===== src/include/uard_consts.svh =====
// register map, field positions, reset values and counts of the receiver
`ifndef UARD_CONSTS_SVH
`define UARD_CONSTS_SVH
// register indices; byte address is four times the index
`define UARD_IDX_IRQ_FLAGS   10'h00C
`define UARD_IDX_RX_STATUS   10'h018
`define UARD_IDX_RX_DATA     10'h01A
`define UARD_IDX_IRQ_ENABLES 10'h08C
`define UARD_IDX_TX_STATUS   10'h098
`define UARD_IDX_BAUD_DIV    10'h099
// rx_status_control fields
`define UARD_RC_SERIAL_PORT_ENABLE 7
`define UARD_RC_RX9  6
`define UARD_RC_SINGLE_RECEIVE_ENABLE 5
`define UARD_RC_CONTINUOUS_RECEIVE_ENABLE 4
`define UARD_RC_ADDRESS_DETECT_ENABLE 3
`define UARD_RC_FRAMING_ERROR_FLAG 2
`define UARD_RC_OVERRUN_ERROR_FLAG 1
`define UARD_RC_RECEIVED_NINTH_BIT 0
// tx_status_control fields
`define UARD_TX_CLOCK_SOURCE_SELECT 7
`define UARD_TX_SYNC 4
`define UARD_TX_HIGH_SPEED_BAUD_SELECT 2
`define UARD_TX_SHIFTER_EMPTY_FLAG 1
// irq flag / enable position of the receiver
`define UARD_IRQ_RC  5
// reset values
`define UARD_RST_BYTE   8'h00
`define UARD_RST_TX_STATUS_CONTROL  8'h02
// oversampling counts: sixteen ticks per bit, middle at eight
`define UARD_OVS_LAST   4'hF
`define UARD_OVS_MID    4'h7
`define UARD_BIT_LAST8  4'h7
`define UARD_BIT_LAST9  4'h8
`endif


===== src/include/uard_pkg.sv =====
// types shared by the receiver modules
package uard_pkg;
    typedef enum logic [3:0] {
        UARD_IDLE  = 4'h1,
        UARD_START = 4'h2,
        UARD_DATA  = 4'h4,
        UARD_STOP  = 4'h8
    } uard_state_type;
    // fifo entry: framing error, ninth bit, data byte
    typedef struct packed {
        logic       framing_error_flag;
        logic       ninth;
        logic [7:0] data;
    } uard_entry_type;
endpackage


===== src/include/uard_fifo_if.sv =====
// carrier between the receiver and its receive buffer
`timescale 1ns/1ps
interface uard_fifo_if;
    import uard_pkg::*;
    logic           push;
    uard_entry_type wdata;
    logic           full;
    logic           pop;
    uard_entry_type rdata;
    logic           empty;
    modport writer (output push, wdata, pop, input full, rdata, empty);
    modport store  (input push, wdata, pop, output full, rdata, empty);
endinterface


===== src/design/uard_fifo.sv =====
// receive buffer held in flip-flops
`timescale 1ns/1ps
module uard_fifo #(
    parameter int DEPTH = 2
) (
    // clock and reset
    input wire logic    clk_sys,
    input wire logic    rst,
    // buffer port
    uard_fifo_if.store  fif
);
    import uard_pkg::*;
    localparam int PW = (DEPTH > 1) ? $clog2(DEPTH) : 1;
    localparam int CW = $clog2(DEPTH + 1);

    uard_entry_type   mem [DEPTH];
    logic [PW-1:0]    wr_ptr_r;
    logic [PW-1:0]    rd_ptr_r;
    logic [CW-1:0]    count_r;
    logic             do_push;
    logic             do_pop;

    assign do_push = fif.push && !fif.full;
    assign do_pop  = fif.pop && !fif.empty;
    assign fif.full  = (count_r == CW'(DEPTH));
    assign fif.empty = (count_r == '0);
    assign fif.rdata = mem[rd_ptr_r];

    // cleared at reset so the buffer reads its documented zeros until the first push
    always_ff @(posedge clk_sys) begin
        if (rst) begin
            for (int i = 0; i < DEPTH; i++) begin
                mem[i] <= '0;
            end
        end else if (do_push) begin
            mem[wr_ptr_r] <= fif.wdata;
        end
    end

    always_ff @(posedge clk_sys) begin
        if (rst) begin
            wr_ptr_r <= '0;
            rd_ptr_r <= '0;
            count_r  <= '0;
        end else begin
            if (do_push) begin
                wr_ptr_r <= (wr_ptr_r == PW'(DEPTH - 1)) ? '0 : wr_ptr_r + 1'b1;
            end
            if (do_pop) begin
                rd_ptr_r <= (rd_ptr_r == PW'(DEPTH - 1)) ? '0 : rd_ptr_r + 1'b1;
            end
            count_r <= count_r + CW'(do_push) - CW'(do_pop);
        end
    end
endmodule


===== src/design/uard_baud.sv =====
// tick source for oversampling and for the master shift clock
`timescale 1ns/1ps
`include "uard_consts.svh"
module uard_baud (
    // clock and reset
    input  wire logic       clk_sys,
    input  wire logic       rst,
    // configuration
    input  wire logic       run,
    input  wire logic       high_speed,
    input  wire logic       sync_mode,
    input  wire logic [7:0] divisor,
    // one-cycle enable
    output logic            tick
);
    logic [9:0] cnt_r;
    logic [9:0] reload;

    // low speed divides by four more; sync ticks each half shift clock
    always_comb begin
        if (sync_mode) begin
            reload = {1'b0, divisor, 1'b1};
        end else if (high_speed) begin
            reload = {2'b00, divisor};
        end else begin
            reload = {divisor, 2'b11};
        end
    end

    assign tick = run && (cnt_r == '0);

    // held in reset while nothing receives, so the first bit is whole
    always_ff @(posedge clk_sys) begin
        if (rst || !run) begin
            cnt_r <= reload;
        end else if (cnt_r == '0) begin
            cnt_r <= reload;
        end else begin
            cnt_r <= cnt_r - 1'b1;
        end
    end
endmodule


===== src/design/uard_top.sv =====
// serial receiver with address detect, wishbone register slave
// Behaviour
// - frames accepted only while continuous receive set, or single receive set in sync mode
// - nine-bit mode stores ninth bit in status
// - address detect needs enable plus nine-bit mode
// - address mode flags only frames with bit8 set
// - data frames dropped under address detect
// - dropped byte overwritten by the next frame
// - address enable ignored outside nine-bit mode
// - without address detect every byte is buffered
// - address detect in async and sync modes
// - receive flag set, request gated by enable
// - sync master is half duplex
// - sync select bit enters synchronous mode
// - port enable turns pins into serial lines
// - clock source select makes device drive clock in sync mode
// - two-entry buffer, flag clears when empty
// - full buffer sets overrun, blocks transfers
// - stop sampled low gives buffered framing error
// - async line oversampled sixteen times per bit
//
// The Wishbone slave port is this design's own decision.
`timescale 1ns/1ps
`include "uard_consts.svh"
module uard_top #(
    parameter int FIFO_DEPTH = 2
) (
    // clock and reset
    input  wire logic        clk_sys,
    input  wire logic        rst,
    // wishbone classic slave
    input  wire logic        wb_cyc,
    input  wire logic        wb_stb,
    input  wire logic        wb_we,
    input  wire logic [11:0] wb_adr,
    input  wire logic [3:0]  wb_sel,
    input  wire logic [31:0] wb_dat_w,
    output logic      [31:0] wb_dat_r,
    output logic             wb_ack,
    // data line, receive only here
    input  wire logic        serial_data_line,
    output logic             serial_data_drive,
    output logic             serial_data_oe_n,
    // shift clock line
    input  wire logic        shift_clock_line,
    output logic             shift_clock_drive,
    output logic             shift_clock_oe_n,
    // transmitter status
    input  wire logic        tx_active,
    input  wire logic        tx_shifter_empty,
    // system
    output logic             serial_pins_enabled,
    output logic             rx_irq_request
);
    import uard_pkg::*;

    uard_fifo_if fif ();

    logic [7:0]     rc_ctrl_r;
    logic           overrun_error_flag_r;
    logic [7:0]     irq_en_r;
    logic [7:0]     tx_ctrl_r;
    logic [7:0]     baud_div_r;
    logic           ack_r;
    logic [31:0]    rdat_r;
    uard_state_type state_r;
    logic [3:0]     ovs_r;
    logic [3:0]     bit_r;
    logic [8:0]     shift_r;
    logic           ck_r;
    logic           ck_prev_r;
    logic           ck_oe_n_r;
    logic           pins_r;
    logic           irq_r;
    logic           tick;
    logic           acc;
    logic           wr;
    logic           rd;
    logic [9:0]     idx;
    logic           hit_rx_status_control;
    logic           hit_rx_data_buffer;
    logic [7:0]     rd_byte;
    logic           serial_port_enable;
    logic           rx9;
    logic           single_receive_enable;
    logic           continuous_receive_enable;
    logic           sync_mode;
    logic           master;
    logic           async_en;
    logic           sync_en;
    logic           rx_run;
    logic           samp;
    logic           last_bit;
    logic           frame_end;
    logic           stop_ok;
    logic           addr_mode;
    logic [7:0]     word;
    logic           ninth;
    logic           keep;
    logic           ovr;
    logic           clr_overrun_error_flag;
    logic           single_receive_enable_done;
    logic [7:0]     rx_status_control_rd;

    // configuration fields
    assign serial_port_enable      = rc_ctrl_r[`UARD_RC_SERIAL_PORT_ENABLE];
    assign rx9       = rc_ctrl_r[`UARD_RC_RX9];
    assign single_receive_enable      = rc_ctrl_r[`UARD_RC_SINGLE_RECEIVE_ENABLE];
    assign continuous_receive_enable      = rc_ctrl_r[`UARD_RC_CONTINUOUS_RECEIVE_ENABLE];
    assign sync_mode = tx_ctrl_r[`UARD_TX_SYNC];
    assign master    = sync_mode && tx_ctrl_r[`UARD_TX_CLOCK_SOURCE_SELECT];
    assign async_en  = serial_port_enable && !sync_mode && continuous_receive_enable;
    assign sync_en   = serial_port_enable && sync_mode && (continuous_receive_enable || single_receive_enable);
    assign rx_run    = async_en || sync_en;
    assign addr_mode = rc_ctrl_r[`UARD_RC_ADDRESS_DETECT_ENABLE] && rx9;

    // divisor and speed select set the tick rate
    uard_baud u_baud (
        .clk_sys    (clk_sys),
        .rst        (rst),
        .run        (rx_run),
        .high_speed (tx_ctrl_r[`UARD_TX_HIGH_SPEED_BAUD_SELECT]),
        .sync_mode  (sync_mode),
        .divisor    (baud_div_r),
        .tick       (tick)
    );

    uard_fifo #(.DEPTH(FIFO_DEPTH)) u_fifo (
        .clk_sys (clk_sys),
        .rst     (rst),
        .fif     (fif.store)
    );

    // bus decode; ack answers every access, unmapped reads give zero
    assign acc = wb_cyc && wb_stb && !ack_r;
    assign wr  = acc && wb_we && wb_sel[0];
    assign rd  = acc && !wb_we;
    assign idx = wb_adr[11:2];
    assign hit_rx_status_control = (idx == `UARD_IDX_RX_STATUS);
    assign hit_rx_data_buffer = (idx == `UARD_IDX_RX_DATA);

    // ninth bit and framing error of the buffer head, overrun flag from its register
    // framing error travels with its byte
    assign rx_status_control_rd = {rc_ctrl_r[7:3], fif.rdata.framing_error_flag, overrun_error_flag_r,
                       fif.rdata.ninth};

    always_comb begin
        rd_byte = `UARD_RST_BYTE;
        if (idx == `UARD_IDX_IRQ_FLAGS) begin
            // receive flag shows a filled buffer
            rd_byte[`UARD_IRQ_RC] = !fif.empty;
        end else if (hit_rx_status_control) begin
            rd_byte = rx_status_control_rd;
        end else if (hit_rx_data_buffer) begin
            rd_byte = fif.rdata.data;
        end else if (idx == `UARD_IDX_IRQ_ENABLES) begin
            rd_byte = irq_en_r;
        end else if (idx == `UARD_IDX_TX_STATUS) begin
            rd_byte = tx_ctrl_r;
            rd_byte[`UARD_TX_SHIFTER_EMPTY_FLAG] = tx_shifter_empty;
        end else if (idx == `UARD_IDX_BAUD_DIV) begin
            rd_byte = baud_div_r;
        end
    end

    always_ff @(posedge clk_sys) begin
        if (rst) begin
            ack_r  <= 1'b0;
            rdat_r <= '0;
        end else begin
            ack_r <= acc;
            if (rd) begin
                rdat_r <= {24'h000000, rd_byte};
            end
        end
    end

    // reading the byte advances flag fields to the next entry
    // flag drops only once the buffer is empty
    assign fif.pop = rd && hit_rx_data_buffer;

    assign clr_overrun_error_flag = wr && hit_rx_status_control && continuous_receive_enable && !wb_dat_w[`UARD_RC_CONTINUOUS_RECEIVE_ENABLE];
    assign single_receive_enable_done = frame_end && sync_mode && single_receive_enable && !continuous_receive_enable;

    always_ff @(posedge clk_sys) begin
        if (rst) begin
            rc_ctrl_r <= `UARD_RST_BYTE;
        end else if (wr && hit_rx_status_control) begin
            rc_ctrl_r <= {wb_dat_w[7:3], 3'b000};
        end else if (single_receive_enable_done) begin
            // single receive ends after one word
            rc_ctrl_r[`UARD_RC_SINGLE_RECEIVE_ENABLE] <= 1'b0;
        end
    end

    always_ff @(posedge clk_sys) begin
        if (rst) begin
            irq_en_r   <= `UARD_RST_BYTE;
            tx_ctrl_r  <= `UARD_RST_TX_STATUS_CONTROL;
            baud_div_r <= `UARD_RST_BYTE;
        end else if (wr) begin
            if (idx == `UARD_IDX_IRQ_ENABLES) begin
                irq_en_r <= wb_dat_w[7:0];
            end else if (idx == `UARD_IDX_TX_STATUS) begin
                tx_ctrl_r <= wb_dat_w[7:0];
            end else if (idx == `UARD_IDX_BAUD_DIV) begin
                baud_div_r <= wb_dat_w[7:0];
            end
        end
    end

    // sample event: mid bit async, own falling edge as master,
    // falling edge of the far clock as slave
    assign last_bit = (bit_r == (rx9 ? `UARD_BIT_LAST9 : `UARD_BIT_LAST8));
    always_comb begin
        if (!sync_mode) begin
            samp = tick && (ovs_r == `UARD_OVS_LAST);
        end else if (master) begin
            samp = tick && ck_r;
        end else begin
            samp = ck_prev_r && !shift_clock_line;
        end
    end

    always_ff @(posedge clk_sys) begin
        if (rst || !rx_run) begin
            // receive logic held in reset while disabled
            state_r <= UARD_IDLE;
            ovs_r   <= '0;
            bit_r   <= '0;
            shift_r <= '0;
            ck_r    <= 1'b0;
        end else begin
            case (state_r)
                UARD_IDLE: begin
                    ovs_r <= '0;
                    bit_r <= '0;
                    ck_r  <= 1'b0;
                    if (sync_mode) begin
                        if (!tx_active) begin
                            state_r <= UARD_DATA;
                        end
                    end else if (tick && !serial_data_line) begin
                        state_r <= UARD_START;
                    end
                end
                UARD_START: begin
                    if (tick) begin
                        ovs_r <= ovs_r + 1'b1;
                        if (ovs_r == `UARD_OVS_MID) begin
                            ovs_r   <= '0;
                            // false start returns to idle
                            state_r <= serial_data_line ? UARD_IDLE
                                                        : UARD_DATA;
                        end
                    end
                end
                UARD_DATA: begin
                    if (tick) begin
                        ovs_r <= ovs_r + 1'b1;
                        if (master) begin
                            ck_r <= !ck_r;
                        end
                    end
                    if (samp) begin
                        // new frame overwrites a dropped byte
                        shift_r <= {serial_data_line, shift_r[8:1]};
                        bit_r   <= bit_r + 1'b1;
                        if (last_bit) begin
                            state_r <= UARD_STOP;
                        end
                    end
                end
                UARD_STOP: begin
                    if (tick) begin
                        ovs_r <= ovs_r + 1'b1;
                    end
                    if (frame_end) begin
                        state_r <= UARD_IDLE;
                    end
                end
                default: begin
                    state_r <= UARD_IDLE;
                end
            endcase
        end
    end

    // sync frames end right after the last bit; async at the stop sample
    assign frame_end = (state_r == UARD_STOP) && rx_run &&
                       (sync_mode || samp);
    // stop sampled low is a framing error
    assign stop_ok = sync_mode || serial_data_line;
    // nine bits in with rx9, ninth kept separately; eight bits otherwise
    assign word  = rx9 ? shift_r[7:0] : shift_r[8:1];
    assign ninth = rx9 && shift_r[8];
    // address frames pass on bit8 only
    // data frames neither buffered nor flagged
    // without address detect all frames pass
    assign keep = !addr_mode || ninth;
    // full buffer at frame end is an overrun, later frames blocked
    assign ovr = frame_end && keep && fif.full && !overrun_error_flag_r;
    assign fif.push  = frame_end && keep && !fif.full && !overrun_error_flag_r;
    assign fif.wdata = '{framing_error_flag: !stop_ok, ninth: ninth, data: word};

    always_ff @(posedge clk_sys) begin
        if (rst) begin
            overrun_error_flag_r <= 1'b0;
        end else if (ovr) begin
            overrun_error_flag_r <= 1'b1;
        end else if (clr_overrun_error_flag) begin
            overrun_error_flag_r <= 1'b0;
        end
    end

    always_ff @(posedge clk_sys) begin
        if (rst) begin
            ck_prev_r <= 1'b0;
        end else begin
            ck_prev_r <= shift_clock_line;
        end
    end

    always_ff @(posedge clk_sys) begin
        if (rst) begin
            ck_oe_n_r <= 1'b1;
            pins_r    <= 1'b0;
            irq_r     <= 1'b0;
        end else begin
            ck_oe_n_r <= !(serial_port_enable && master);
            pins_r    <= serial_port_enable;
            irq_r     <= !fif.empty && irq_en_r[`UARD_IRQ_RC];
        end
    end

    assign wb_ack              = ack_r;
    assign wb_dat_r            = rdat_r;
    assign shift_clock_drive   = ck_r;
    assign shift_clock_oe_n    = ck_oe_n_r;
    assign serial_pins_enabled = pins_r;
    assign rx_irq_request      = irq_r;
    // the transmitter owns the data line drive; released here
    assign serial_data_drive   = ck_prev_r & 1'b0;
    assign serial_data_oe_n    = !ck_prev_r | 1'b1;
endmodule


===== config.mk =====
export PLATFORM = sky130hd
export DESIGN_NAME = uard_top
export DESIGN_NICKNAME = d
export VERILOG_FILES = /design/src/include/uard_pkg.sv /design/src/include/uard_fifo_if.sv /design/src/design/uard_fifo.sv /design/src/design/uard_baud.sv /design/src/design/uard_top.sv
export VERILOG_INCLUDE_DIRS = /design/src /design/src/include
export SDC_FILE = /design/constraint.sdc
export NUM_CORES = 1
export LEC_CHECK = 0
export BUFFER_PORTS_ARGS = -buffer_cell sky130_fd_sc_hd__buf_2
export CORE_MARGIN = 3
export CORE_UTILIZATION = 56
export CTS_CLUSTER_DIAMETER = 150
export DETAILED_ROUTE_END_ITERATION = 8
export PLACE_DENSITY = 0.8
export SLEW_MARGIN = 10
export SYNTH_ARGS = -nofsm -noshare
export SYNTH_HDL_FRONTEND = slang
export SYNTH_SLANG_ARGS = --single-unit

===== constraint.sdc =====
create_clock -name clk_sys -period 5.25 [get_ports clk_sys]
set_clock_uncertainty 0.15 [all_clocks]
set_input_delay 0 -clock clk_sys [delete_from_list [all_inputs] [get_ports clk_sys]]
set_output_delay 0 -clock clk_sys [all_outputs]
set_load 0.03 [all_outputs]

==> qor.yml <==
status:
  status: "complete, no violations"
cts:
  cts_root_buf: "clkbuf_8"
  cts_sinks: 99
  numCtsBuffers: 9
  clk_latency_ps: 370
  postCtsSetupRepairBufs: 0
  cts_hold_buf: 20
  clk_pin_slew_worst_paths_ps: 110
  clock_path_buffers: 2
  h-tree-depth: 3
  cts_tree: "done"
  cts-resized-gates: 0
grt:
  antenna_found_initial: 0
  overflow: 0
  grt_util_met2: 0.3516
  grt_use_met1: 0.3024
  grt_max_degree: 42
  grt_util_met3: 0.03618
  busiest_layer: "met2"
  grt_pass1_wl_um: 18160
  first_global_vias: 3826
  grt.total_usage: 0.2203
layout:
  diodes: 0
  fin_cells: 723
  nets: 672
  layout-drive-gt1-share: 0.1301
  nFillCells: 719
  syn_to_final_growth_pct: 9.934
  stdcell_area_um2: 5663
placement:
  dp.cells: 687
  port_buffers: 40
  dp_hpwl_um: 7706
  gp_congestion: 0.8452
  place_area_um2: 5234
timing:
  hold_violations: 0
  tightest_slew_ps: 993.6
  grt_setup_unrepaired: "no"
  finalMaxSlewViolations: 0
  post-route-min-period_ps: 3044
  maxSlewHeadroom: 0.3336
  post-route-period-util: 0.5798
  fmax_mhz: 328.5
  setup_viol: 0
  fin_setup_tns_ps: 0
critical_path:
  slowest_stage: "dfxtp_1"
  cp.arrival_ps: 3200
  path_max_fanout: 22
  end_kind: "register"
  cp_cell_sequence: "a21o_1 -> nand4_1 -> o21a_1 -> nor3b_4 -> mux2_2 -> nor2_1"
  path_class: "register to register"
  required_ps: 5400
  max_stage_delay_ps: 870
  start_kind: "register"
pwr:
  p_int_mw: 1.085
  power_leakage_nw: 2.030
  power.density_nw_per_um2: 252.5
  p_seq_frac: 0.549
  p_sw_mw: 0.3451
  p_comb_frac: 0.059
  ir_drop_mv: 0.1203
  power_frac_clock: 0.392
  p_sw_frac: 0.2414
detailed_routing:
  drcViolationCount: 0
  viasPerCell: 5.611
  drt_iter0_markers: 219
  dr.pass1.iters: 5
  via_count: 4057
  drtAntennaViolNets: 0
  wire_per_inst_um: 15.08
  drt_wl_total_um: 10900
synthesis:
  ys.flop_type: "dfxtp_1"
  yosys-top-cells-count: "nor2_1 (89), dfxtp_1 (79), mux2i_1 (62), nand2_1 (47), o21ai_0 (40)"
  syn_avg_cell_area_um2: 9.101
  synth_edf_count: 20
  synth_top_area_share: 0.3070
  syn_area_um2: 5151
  ys_top_cells_by_area: "dfxtp_1 (31%), mux2i_1 (12%), edfxtp_1 (12%)"
  yosys_register_bits: 99
  synth.most_common_cell: "nor2_1"
  synth_cells: 566
  synth.yosys.warnings: 0
  synth_top_area_cell: "dfxtp_1"
  yosysSeqAreaShare: 0.4236
  synth_cell_types: 63
  async_flop_share: 0
die:
  fp.dieH_um: 101.9
  start_util: 0.5822
  io_pins: 96
  core_area_um2: 8848
  dieArea_um2: 10390
  row_count: 34
  die_x_um: 101.9
flow_run:
  drv_cap: 0
min_path:
  hold_path_class: "primary input to register"
placed cells by master, fill, tap and decap left out, types with 8 or more instances in the layout:
| cell type | count |
|---|---|
| xnor2_1 | 11 |
| a21oi_1 | 26 |
| nand3_1 | 19 |
| nor3_1 | 8 |
| clkbuf_8 | 9 |
| edfxtp_1 | 20 |
| nor2_1 | 89 |
| conb_1 | 26 |
| nand2_1 | 47 |
| dfxtp_1 | 79 |
| dlygate4sd3_1 | 20 |
| o21ai_0 | 40 |
| mux2i_1 | 62 |
| buf_2 | 40 |
| inv_1 | 12 |
sequential cells by signal (all words and copies together) (netlist names), named ones only:
register	flops
ck_prev_r	1
u_fifo.wr_ptr_r	1
baud_div_r	8
shift_clock_oe_n	1
u_baud.cnt_r	10
ovs_r	4
state_r	4
wb_dat_r	8
irq_en_r	8
serial_pins_enabled	1
rx_irq_request	1
rc_ctrl_r	5
wb_ack	1
u_fifo.count_r	2
tx_ctrl_r	7
shift_r	9
shift_clock_drive	1
overrun_error_flag_r	1
u_fifo.mem	20
u_fifo.rd_ptr_r	1
bit_r	4
area by class of cell:
| cell class | count | area [µm²] | share of cell area |
|---|---|---|---|
| Clock buffer | 9 | 123.9 | 0.02187 |
| Clock inverter | 7 | 105.1 | 0.01856 |
| Inverter | 12 | 45.04 | 0.007954 |
| Multi-Input combinational cell | 427 | 2664 | 0.4704 |
| Sequential cell | 99 | 2182 | 0.3853 |
| Tap cell | 108 | 135.1 | 0.02386 |
| Timing Repair Buffer | 61 | 407.9 | 0.07203 |
power by group through the flow:
stage          clock network, mW  registers (mW)  logic [mW]
2_1_floorplan                  0           0.803      0.0654
6_report                   0.561           0.785      0.0839
3_3_place_gp                   0           0.802      0.0718
5_1_grt                    0.600           0.787      0.0914
3_5_place_dp                   0           0.803      0.0728
4_1_cts                    0.570           0.785      0.0835
path summary, 6_finish.rpt:
kind	slack (ps)	cells past startpoint	endpoint	start
min	20	2	register	rst
max	2210	6	bit_r[0]$_SDFFE_PP0P_	tx_ctrl_r[4]$_SDFFE_PP0P_
max reg2reg	2210	6	bit_r[0]$_SDFFE_PP0P_	tx_ctrl_r[4]$_SDFFE_PP0P_
min reg2reg	310	2	irq_en_r[1]$_SDFFE_PP0P_	irq_en_r[1]$_SDFFE_PP0P_
metal layers:
layer	wire (µm)	part of all wire	vias up
met2	5113	0.47	127
li1	-	-	2027
met1	4965	0.46	1882
met5	0	0	-
met4	276	0.025	0
met3	546	0.050	21
critical path, delay by kind of cell (launching register included):
family | cells | cell delay [ps]
muxes | 1 | 410
AOI/OAI and AO/OA | 2 | 630
and+or+nand+nor | 3 | 920
DFF | 1 | 870
cells by family after synthesis:
family	count (synthesis)	synth area share
xor gates and xnor gates	15	0.02550
and+or+nand+nor	214	0.2123
other	2	0.001458
AOI/OAI and AO/OA	101	0.1190
buffers and inverters	64	0.07676
DFF	99	0.4236
adders and majority gates	5	0.01214
muxes	66	0.1292
stage by stage:
stage / power, mW / hold slack (ps) / utilization / setup slack, ps
after global placement: 0.8741 / 103.3 / 0.5915 / 2277
final: 1.430 / 16.17 / 0.6400 / 2206
after global routing: 1.478 / 52.55 / 0.6400 / 1991
after floorplan: 0.8688 / -48.32 / - / 2889
after CTS: 1.439 / 2.285 / 0.6400 / 2226
after detailed placement: 0.8757 / 111.8 / 0.5915 / 2253
Note: power is estimated with default switching activity, not from simulation.
